**config.mk**
```make
export PLATFORM = sky130hd
export DESIGN_NAME = aperture_and_dram_population_regs
export DESIGN_NICKNAME = d
export VERILOG_FILES = /design/src/aperture_dram_pkg.sv /design/src/dimm_population_decoder.sv /design/src/aperture_and_dram_population_regs.sv
export VERILOG_INCLUDE_DIRS = /design/src /design/src/src
export SDC_FILE = /design/constraint.sdc
export NUM_CORES = 1
export LEC_CHECK = 0
export ABC_AREA = 1
export BUFFER_PORTS_ARGS = -buffer_cell sky130_fd_sc_hd__buf_4
export CORE_MARGIN = 2
export CORE_UTILIZATION = 30
export DETAILED_ROUTE_END_ITERATION = 10
export GPL_TIMING_DRIVEN = 0
export SLEW_MARGIN = 0
export SYNTH_ARGS = -nofsm -noshare
export SYNTH_HDL_FRONTEND = slang
export SYNTH_SLANG_ARGS = --single-unit
export TNS_END_PERCENT = 5
```
**constraint.sdc**
```tcl
create_clock -name ref_clk -period 1.6 [get_ports ref_clk]
set_clock_uncertainty 0.2 [all_clocks]
set_input_delay 0.4 -clock ref_clk [delete_from_list [all_inputs] [get_ports ref_clk]]
set_output_delay 0.4 -clock ref_clk [all_outputs]
set_load 0.005 [all_outputs]
```
**src/aperture_dram_defs.svh**
```systemverilog
// Offsets, field positions, reset values and sizes of the two hub registers
`ifndef APERTURE_DRAM_DEFS_SVH
`define APERTURE_DRAM_DEFS_SVH

// Configuration functions
`define FN_HOST 3'h0
`define FN_GPORT 3'h1
`define FN_GFX 3'h2

// Register offsets inside the host-bridge function
`define OFS_APERTURE_CONTROL 8'h51
`define OFS_DRAM_ROW_POPULATION 8'h52

// Aperture control fields
`define APC_SELECT_BIT 0
`define APC_ENABLE_BIT 1
`define APC_LOCK_BIT 2
`define APC_RESERVED_HI 7
`define APC_RESERVED_LO 3

// Row population fields
`define POP_DIMM1_HI 7
`define POP_DIMM1_LO 4
`define POP_DIMM0_HI 3
`define POP_DIMM0_LO 0

// Reset values and read answers
`define APC_RESET 8'h00
`define POP_RESET 8'h00
`define CODE_EMPTY 4'h0
`define READ_HIDDEN 8'hff
`define READ_ZEROED 8'h00

// Memory array size
`define DRAM_ROWS 6
`define DIMM_SLOTS 3
`define DIMMS_HERE 2
`define ROW_WIDTH_BITS 64

`endif

```
**src/aperture_dram_pkg.sv**
```systemverilog
// Types shared by the aperture control and row population logic
package aperture_dram_pkg;

  typedef logic [7:0] cfg_byte_t;
  typedef logic [3:0] pop_code_t;
  typedef logic [9:0] capacity_mb_t;

  // Which kind of answer a configuration read gets
  typedef enum logic [1:0] {
    RD_PASS,
    RD_LOCAL,
    RD_HIDDEN,
    RD_ZEROED
  } read_kind_e;

endpackage

```
**src/dimm_population_decoder.sv**
```systemverilog
// Decoder from a 4-bit DIMM population code to DIMM geometry
`include "aperture_dram_defs.svh"

module dimm_population_decoder
  import aperture_dram_pkg::*;
(
  // Clock and reset
  input wire logic clk,
  input wire logic rst_n,
  // Population code
  input wire pop_code_t code,
  // Decoded geometry, registered
  output logic populated,
  output logic double_sided,
  output capacity_mb_t capacity_mb,
  output logic [3:0] row_bits,
  output logic [1:0] bank_bits,
  output logic [3:0] col_bits
);

  logic [20:0] entry_nxt;
  logic [20:0] entry_r;

  // Geometry table {ds, capacity, row, bank, col}; shared codes take the
  // first device mix, column width is that of the front side
  always_comb
  begin
    case (code)
      4'h1: entry_nxt = {1'b1, 10'd32, 4'd11, 2'd1, 4'd9};
      4'h2: entry_nxt = {1'b0, 10'd32, 4'd12, 2'd2, 4'd8};
      4'h3: entry_nxt = {1'b1, 10'd48, 4'd12, 2'd2, 4'd8};
      4'h4: entry_nxt = {1'b1, 10'd64, 4'd12, 2'd2, 4'd8};
      4'h5: entry_nxt = {1'b0, 10'd64, 4'd12, 2'd2, 4'd9};
      4'h6: entry_nxt = {1'b1, 10'd96, 4'd12, 2'd2, 4'd9};
      4'h7: entry_nxt = {1'b1, 10'd128, 4'd12, 2'd2, 4'd9};
      4'h9: entry_nxt = {1'b0, 10'd128, 4'd12, 2'd2, 4'd10};
      4'ha: entry_nxt = {1'b0, 10'd128, 4'd13, 2'd2, 4'd9};
      4'hb: entry_nxt = {1'b1, 10'd192, 4'd12, 2'd2, 4'd10};
      4'hc: entry_nxt = {1'b1, 10'd256, 4'd12, 2'd2, 4'd10};
      4'hd: entry_nxt = {1'b1, 10'd256, 4'd13, 2'd2, 4'd9};
      4'he: entry_nxt = {1'b0, 10'd256, 4'd13, 2'd2, 4'd10};
      4'hf: entry_nxt = {1'b1, 10'd512, 4'd13, 2'd2, 4'd10};
      // Empty slot and the unassigned code both read as no DIMM
      default: entry_nxt = '0;
    endcase
  end

  // Register the looked-up entry
  always_ff @(posedge clk or negedge rst_n)
  begin
    if (!rst_n)
    begin
      entry_r <= '0;
    end
    else
    begin
      entry_r <= entry_nxt;
    end
  end

  assign double_sided = entry_r[20];
  assign capacity_mb = entry_r[19:10];
  assign row_bits = entry_r[9:6];
  assign bank_bits = entry_r[5:4];
  assign col_bits = entry_r[3:0];
  assign populated = entry_r[19:10] != '0;

endmodule

```
**src/aperture_and_dram_population_regs.sv**
```systemverilog
// Aperture control and DRAM row population registers of the host bridge
//
// Overview of operation
// - Select lock is write-once until reset
// - Lock set makes graphics port select read-only
// - Aperture enable low refuses all aperture accesses
// - Select 0 hides function 2, reads all ones
// - Select 1 hides function 1, reads all ones
// - Select 1 zeroes graphics-port function 0 reads
// - Graphics answers only with smm bits and select
// - Config lock makes row population read-only
// - Row population: DIMM1 high, DIMM0 low nibble
// - Six 64-bit rows on three DIMMs; this block decodes two DIMMs, four rows
// - Decode population codes into DIMM geometry
`include "aperture_dram_defs.svh"

module aperture_and_dram_population_regs
  import aperture_dram_pkg::*;
(
  // Clock and reset
  input wire logic ref_clk,
  input wire logic nrst,
  // Configuration cycle port
  input wire logic cfg_wr,
  input wire logic cfg_rd,
  input wire logic [2:0] cfg_func,
  input wire logic [7:0] cfg_offset,
  input wire cfg_byte_t cfg_wdata,
  input wire logic cfg_gport_reg,
  input wire cfg_byte_t cfg_ext_rdata,
  output cfg_byte_t cfg_rdata,
  output logic cfg_rd_valid,
  // Neighbouring register state
  input wire logic memory_config_lock,
  input wire logic [1:0] smm_space_control_hi,
  // Aperture requests: processor, primary PCI, graphics port
  input wire logic [2:0] aperture_req,
  output logic [2:0] aperture_grant,
  // Function visibility
  output logic graphics_port_select,
  output logic gport_func_visible,
  output logic internal_graphics_claim,
  // Decoded DIMM geometry, index 0 is the first DIMM
  output logic [1:0] dimm_populated,
  output logic [1:0] dimm_double_sided,
  output capacity_mb_t dimm_capacity_mb [`DIMMS_HERE],
  output logic [3:0] dimm_row_bits [`DIMMS_HERE],
  output logic [1:0] dimm_bank_bits [`DIMMS_HERE],
  output logic [3:0] dimm_col_bits [`DIMMS_HERE],
  output logic [3:0] row_populated
);

  // ----------------------------------------
  // Reset release
  // ----------------------------------------
  logic [1:0] rst_sync_r;
  logic rst_n;
  // Assert at once, release after two clean edges
  always_ff @(posedge ref_clk or negedge nrst)
  begin
    if (!nrst)
    begin
      rst_sync_r <= 2'b00;
    end
    else
    begin
      rst_sync_r <= {rst_sync_r[0], 1'b1};
    end
  end
  assign rst_n = rst_sync_r[1];

  // ----------------------------------------
  // Address decode
  // ----------------------------------------
  function automatic logic hits(input logic [2:0] func,
                                input logic [7:0] ofs,
                                input logic [7:0] target);
    hits = (func == `FN_HOST) && (ofs == target);
  endfunction

  logic wr_apc, wr_pop, rd_apc, rd_pop;
  assign wr_apc = cfg_wr && hits(cfg_func, cfg_offset, `OFS_APERTURE_CONTROL);
  assign wr_pop = cfg_wr && hits(cfg_func, cfg_offset,
                                 `OFS_DRAM_ROW_POPULATION);
  assign rd_apc = cfg_rd && hits(cfg_func, cfg_offset, `OFS_APERTURE_CONTROL);
  assign rd_pop = cfg_rd && hits(cfg_func, cfg_offset,
                                 `OFS_DRAM_ROW_POPULATION);

  // ----------------------------------------
  // Aperture control register
  // ----------------------------------------
  logic sel_r, sel_nxt, ena_r, ena_nxt;
  logic lock_r, lock_nxt, lock_written_r, lock_written_nxt;
  // Writes use the lock as it stood before the write, so one write may
  // both choose the select and lock it
  always_comb
  begin
    sel_nxt = sel_r;
    ena_nxt = ena_r;
    lock_nxt = lock_r;
    lock_written_nxt = lock_written_r;
    if (wr_apc)
    begin
      ena_nxt = cfg_wdata[`APC_ENABLE_BIT];
      if (!lock_r)
      begin
        sel_nxt = cfg_wdata[`APC_SELECT_BIT];
      end
      if (!lock_written_r)
      begin
        lock_nxt = cfg_wdata[`APC_LOCK_BIT];
        lock_written_nxt = 1'b1;
      end
    end
  end

  // Only a system reset reopens the write-once lock
  always_ff @(posedge ref_clk or negedge rst_n)
  begin
    if (!rst_n)
    begin
      sel_r <= 1'(`APC_RESET >> `APC_SELECT_BIT);
      ena_r <= 1'(`APC_RESET >> `APC_ENABLE_BIT);
      lock_r <= 1'(`APC_RESET >> `APC_LOCK_BIT);
      lock_written_r <= 1'b0;
    end
    else
    begin
      sel_r <= sel_nxt;
      ena_r <= ena_nxt;
      lock_r <= lock_nxt;
      lock_written_r <= lock_written_nxt;
    end
  end

  // ----------------------------------------
  // Row population register
  // ----------------------------------------
  cfg_byte_t pop_r, pop_nxt;
  // Whole register frozen while the memory configuration is locked
  always_comb
  begin
    pop_nxt = pop_r;
    if (wr_pop && !memory_config_lock)
    begin
      pop_nxt = cfg_wdata;
    end
  end
  always_ff @(posedge ref_clk or negedge rst_n)
  begin
    if (!rst_n)
    begin
      pop_r <= `POP_RESET;
    end
    else
    begin
      pop_r <= pop_nxt;
    end
  end

  // ----------------------------------------
  // Visibility and aperture gating
  // ----------------------------------------
  assign graphics_port_select = sel_r;
  assign gport_func_visible = !sel_r;
  assign internal_graphics_claim = sel_r && (smm_space_control_hi != 2'b00);
  assign aperture_grant = ena_r ? aperture_req : 3'b000;

  // ----------------------------------------
  // Configuration read path
  // ----------------------------------------
  read_kind_e rd_kind;
  cfg_byte_t local_rdata, rdata_r, rdata_nxt;
  logic rd_valid_r;
  // Reserved high bits of aperture control always read zero
  always_comb
  begin
    local_rdata = '0;
    if (rd_apc)
    begin
      local_rdata[`APC_SELECT_BIT] = sel_r;
      local_rdata[`APC_ENABLE_BIT] = ena_r;
      local_rdata[`APC_LOCK_BIT] = lock_r;
    end
    else if (rd_pop)
    begin
      local_rdata = pop_r;
    end
  end

  // Hidden functions float high, graphics-port registers read as zero when select is 1
  always_comb
  begin
    rd_kind = RD_PASS;
    if (cfg_func == `FN_GFX && !internal_graphics_claim)
    begin
      rd_kind = RD_HIDDEN;
    end
    else if (cfg_func == `FN_GPORT && sel_r)
    begin
      rd_kind = RD_HIDDEN;
    end
    else if (rd_apc || rd_pop)
    begin
      rd_kind = RD_LOCAL;
    end
    else if (cfg_func == `FN_HOST && cfg_gport_reg && sel_r)
    begin
      rd_kind = RD_ZEROED;
    end
  end

  always_comb
  begin
    rdata_nxt = rdata_r;
    if (cfg_rd)
    begin
      case (rd_kind)
        RD_LOCAL: rdata_nxt = local_rdata;
        RD_HIDDEN: rdata_nxt = `READ_HIDDEN;
        RD_ZEROED: rdata_nxt = `READ_ZEROED;
        default: rdata_nxt = cfg_ext_rdata;
      endcase
    end
  end

  // Read data held until the next read so a slow master can sample it
  always_ff @(posedge ref_clk or negedge rst_n)
  begin
    if (!rst_n)
    begin
      rdata_r <= '0;
      rd_valid_r <= 1'b0;
    end
    else
    begin
      rdata_r <= rdata_nxt;
      rd_valid_r <= cfg_rd;
    end
  end

  assign cfg_rdata = rdata_r;
  assign cfg_rd_valid = rd_valid_r;

  // ----------------------------------------
  // DIMM geometry decode
  // ----------------------------------------
  pop_code_t dimm_code [`DIMMS_HERE];
  assign dimm_code[0] = pop_r[`POP_DIMM0_HI:`POP_DIMM0_LO];
  assign dimm_code[1] = pop_r[`POP_DIMM1_HI:`POP_DIMM1_LO];

  // Each DIMM carries up to two of the six 64-bit rows; the third slot
  // lives in the extension register outside this block
  genvar gi;
  generate
    for (gi = 0; gi < `DIMMS_HERE; gi++)
    begin : g_dimm
      dimm_population_decoder u_dec (
        .clk(ref_clk),
        .rst_n(rst_n),
        .code(dimm_code[gi]),
        .populated(dimm_populated[gi]),
        .double_sided(dimm_double_sided[gi]),
        .capacity_mb(dimm_capacity_mb[gi]),
        .row_bits(dimm_row_bits[gi]),
        .bank_bits(dimm_bank_bits[gi]),
        .col_bits(dimm_col_bits[gi])
      );
      assign row_populated[2 * gi] = dimm_populated[gi];
      assign row_populated[2 * gi + 1] = dimm_double_sided[gi];
    end
  endgenerate
endmodule

```
# Word-level counts from Yosys, hierarchy flattened
# Memories as Yosys holds them, arrays and structs flattened. A register that Yosys moved wholly into a read port is not among the register bits.
# Cells that the tools add are included.
# op_classes
eq_ne,7
n_mux,9
bitwise,2
n_reduce_logical,24
# op_table
operator,count
8-bit one-hot mux with 3 select lines,1
10-bit nonzero test,2
"8-bit by 7-bit equality test with 1-bit output, second input constant",2
1-bit logical AND,12
2-bit two-way mux,4
8-bit two-way mux,1
3-bit two-way mux,2
1-bit logical NOT,5
5-bit two-way mux,1
"2-bit equality test, second input constant",2
2-bit AND reduction,2
"3-bit by 1-bit equality test with 1-bit output, second input constant",1
"3-bit by 2-bit equality test with 1-bit output, second input constant",1
3-bit logical NOT,1
"2-bit by 1-bit equality test with 1-bit output, second input constant",1
1-bit inverter,2
2-bit nonzero test,1
1-bit logical OR,1
# totals
register_bits,65
mem_bits_ro,512
inputBits,38
output_inout_bits,63
wordCells,54
memories,2
# mem_list
name,words,width,rd,rd_clocked_by_memory_dff,wr,line,rtl
(no name shown),16,16,1,1,0,dimm_population_decoder.sv:28,case (code)
(no name shown),16,16,1,1,0,dimm_population_decoder.sv:28,

# Logic depth before layout (Yosys ltp)
# logic_depth
word_depth,9
mapped_depth,10
ltp_nobuf,10

# Cells and area by module
# From an unflattened synthesis, not the netlist that was laid out.
# unflattened
hier_cells,288
hier_area_um2,2434.8
# modules_own_cells
module,instances,cells_per_inst,area_per_inst_um2,seq_area_each_um2
aperture_and_dram_population_regs,1,157,1281.2,575.6
dimm_population_decoder (g_dimm[1].u_dec),1,67,589.3,325.3
dimm_population_decoder (g_dimm[0].u_dec),1,64,564.3,325.3

# Least setup slack after synthesis
# No wires, ideal clock.
# synth_timing
path_type,in2reg
start,in cfg_func[1]
end,reg pop_r[3]
setup_ns,0.125
t_arrival_ns,1.304
required_time_ns,1.275
setup_slack_ns,-0.029
path_stages,6
n_path_buf,1
cell_sequence,nor2_2 -> nand2_2 -> nor2_4 -> nand4_2 -> buf_6 -> mux2_4
# synth_via
elab_chain_len,4
# synth_rtl
element,line,rtl
start: declaration,aperture_and_dram_population_regs.sv:26,"input wire logic [2:0] cfg_func,"
3-bit logical NOT (no source line),-,
1-bit logical AND,aperture_and_dram_population_regs.sv:78,hits = (func == `FN_HOST) && (ofs == target);
1-bit logical AND,aperture_and_dram_population_regs.sv:83,"assign wr_pop = cfg_wr && hits(cfg_func, cfg_offset,"
1-bit logical AND,aperture_and_dram_population_regs.sv:144,if (wr_pop && !memory_config_lock)
end signal: assignment,aperture_and_dram_population_regs.sv:153,pop_r <= `POP_RESET;
end signal: assignment,aperture_and_dram_population_regs.sv:157,pop_r <= pop_nxt;
end: declaration,aperture_and_dram_population_regs.sv:139,"cfg_byte_t pop_r, pop_nxt;"
# Every way passes these cells.
# A chain may end at the register's enable or synchronous reset.

# Worst setup path after layout
# layout_timing
start,reg g_dimm[0].u_dec.entry_r[17]
end,out dimm_populated[0]
# layout_via
elab_chain_len,1
# layout_rtl
element,line,rtl
start: declaration,dimm_population_decoder.sv:22,logic [20:0] entry_r;
10-bit nonzero test,dimm_population_decoder.sv:66,assign populated = entry_r[19:10] != '0;
end: declaration,aperture_and_dram_population_regs.sv:44,"output logic [1:0] dimm_populated,"
# Every way passes these cells.

==> metrics <==
status=complete, but fails checks; failing checks=setup timing; Initial Util=a little under a third; area of the mapped netlist=2380 um2; final setup vio count=5; sequential area share after synthesis=51.5%; Root Buffer=clkbuf_8; Post-Route WL=between 5000 and 6000 um; largest net degree at the start of global routing=between 40 and 50; vias=between 2000 and 2500; post-layout util=44.2%; share of layout cells above drive strength 1=around two fifths; critical path arrival=1.30 ns; core area=7730 um2; vias in the first global route=about 2000; RePlAce Congestion=0.778; dominant synthesized flop cell=dfrtp_1; clock sink count=49; slowest stage delay, CP=~0.40 ns; n_diodes=0; Design Power=2.45 mW; drt initial violations=53; DR DRC count=0; Finished Layout Cells=approximately 500; vias per cell=~4.2; Final Max Tran Viols=0; Tmin final=between 1.5 and 2 ns; Clock transition at path regs=about 0.080 ns; CTS tree=done; die area=just under 9000 um2; dpl hpwl=roughly 4200 um; CTS buffer count=5; CP Max Fanout=2; R2R Setup Slk=0.13 ns; cells along the critical path=nor4_2 > nand2_1 > buf_4 > buf_4; number of detailed-route iterations in the first pass=4; Bufs on Longest Clock Path=2; synthesized instance count=roughly 280; nets=around 420; Period Utilization, post-route=119%; CP most frequent cell=buf_4; max_slew headroom=about a third; Worst Path Buf+Inv=2; first-pass GRT wire length=~9000 um; # IOs=between 100 and 150; Worst-Margin Slew=~1 ns; Top delay family on crit path=flip-flops; P&R area growth vs syn=43.3%; most frequent cells in the layout=110 x buf_4, 46 x nor2_1, 45 x nand2_1, 45 x dfrtp_1, 28 x inv_1; GR Overflow Total=0; initial antenna violation count=0; Worst setup SP type=flop; Avg Cell Area, Syn=between 8 and 9 um2; clk_lat worst skew=0.29 ns; PD cells=just over 700 nW/um2; CP Class=reg2out; post-route ant nets=0; commonest non-fill, non-tap cell in the layout=buf_4; FF+latch count, synth=between 40 and 50; Worst Setup End Kind=output pin; Hold/Removal Path Class=in2reg; max_cap viols=0; Crit-path slowest cell=dfrtp_1; final hold slack=slightly below 0.08 ns; Synth Warn #=0; Critical Path RT=1.00 ns; die height=93.1 um; row cnt=32; gr usage total=between 10% and 20%; ys async rst share=100%; unique cell type count in the Yosys netlist=30; worst vdd ir=0.000302 V; Lkg Pwr=approximately 1.9 nW; final hold viol count=0; CTS H-tree depth=2; EDFF count, synth=0; number of placed instances, taps included=between 400 and 500; fin worst setup slack=-0.298 ns; Port Buffers=90; pre-CTS setup slack=-0.339 ns; filler cell count=around 790; fmax=about 530 MHz; DIE WIDTH=~93 um; unrepaired setup endpoints after global routing=yes; Avg WL per Cell=around 11 um
==> cells by family (layout without fill, tap and decap cells) <==
| logic type | Yosys count | after routing | share of synthesized area (%) |
|---|---|---|---|
| other | 2 | 11 | 0.315 |
| multiplexers | 6 | 6 | 3.41 |
| AO/OA/AOI/OAI | 37 | 37 | 8.61 |
| AND/OR/NAND/NOR | 119 | 119 | 21.8 |
| flip-flops | 49 | 49 | 51.5 |
| buffers and inverters | 65 | 164 | 14.4 |
==> layer usage <==
metal	vias to the layer above	wire (um)	part of all wire (%)	global-route usage [%]
met5	-	0	0	0
met4	0	52	0.98	3.31
met3	6	424	8.0	3.87
met2	82	2470	46	20.4
met1	910	2370	45	17.1
li1	1064	-	-	-
==> final timing paths <==
path	start	end	depth (start not counted)
setup / recovery	g_dimm[0].u_dec.entry_r[17]	dimm_populated[0]	4
hold / removal	cfg_rd	cfg_rd_valid	1
setup reg to reg	pop_r[2]	cfg_rdata[2]	7
hold reg to reg	rst_sync_r[0]	rst_sync_r[1]	0
max in group asynchronous	rst_sync_r[1]	ena_r	0
min in group asynchronous	nrst	rst_sync_r[1]	2
==> timing repair <==
action                                 4_1_cts  5_1_grt
hold buffers                                 1        0
setup buffers                                0        0
pin swaps                                    4        0
endpoints found under the hold margin        2        0
setup endpoints to repair                   16       21
resized for setup                           12       10
==> worst register-to-register path, stage by stage (launching register included) <==
cell      delay, ns
dfrtp_1        0.33
clkbuf_1       0.29
inv_1          0.18
a21oi_1        0.15
nand2_1        0.07
nand3_1        0.07
nor2_1         0.05
nor2_1         0.07
==> report_power, final <==
part	internal, mW	switching (mW)
Sequential	1.27	0.0393
Clock	0.509	0.377
Combinational	0.154	0.103
Total	1.93	0.520
==> registers in the layout, indices dropped and copies added (netlist names) <==
signal,count
pop_r,8
lock_r,1
lock_written_r,1
rst_sync_r,2
cfg_rdata,8
ena_r,1
g_dimm.u_dec.entry_r,26
cfg_rd_valid,1
graphics_port_select,1
==> cell usage after synthesis (all sizes together) (4+ instances only) <==
library cell | count | area share (%)
dfrtp | 49 | 51
nor2 | 49 | 8.1
nand2 | 47 | 7.5
inv | 30 | 4.7
buf | 26 | 8.2
a21oi | 16 | 3.4
nand4 | 10 | 2.9
o21ai | 10 | 2.1
nand3 | 9 | 2.3
clkbuf | 7 | 1.1
mux2 | 5 | 3.0
o22ai | 4 | 1.1
==> area by class of cell <==
type	count	area, um2	share of cell area, %
plain buffers	33	226	6.63
clock buffers	7	86.3	2.53
clock inverters	1	30.0	0.880
inverters	32	128	3.74
multi-input cells	173	883	25.9
flip-flops and latches	49	1230	36.1
well taps	102	128	3.74
repair buffers	91	701	20.5
==> stage by stage <==
stage,cell area (um2),setup TNS [ns]
floorplan,2420,-0.116
global placement,3220,-4.21
detailed placement,3220,-4.49
CTS,3390,-1.39
global route,3410,-1.99
finish,3410,-1.20
Power figures use the tool's default switching activity.
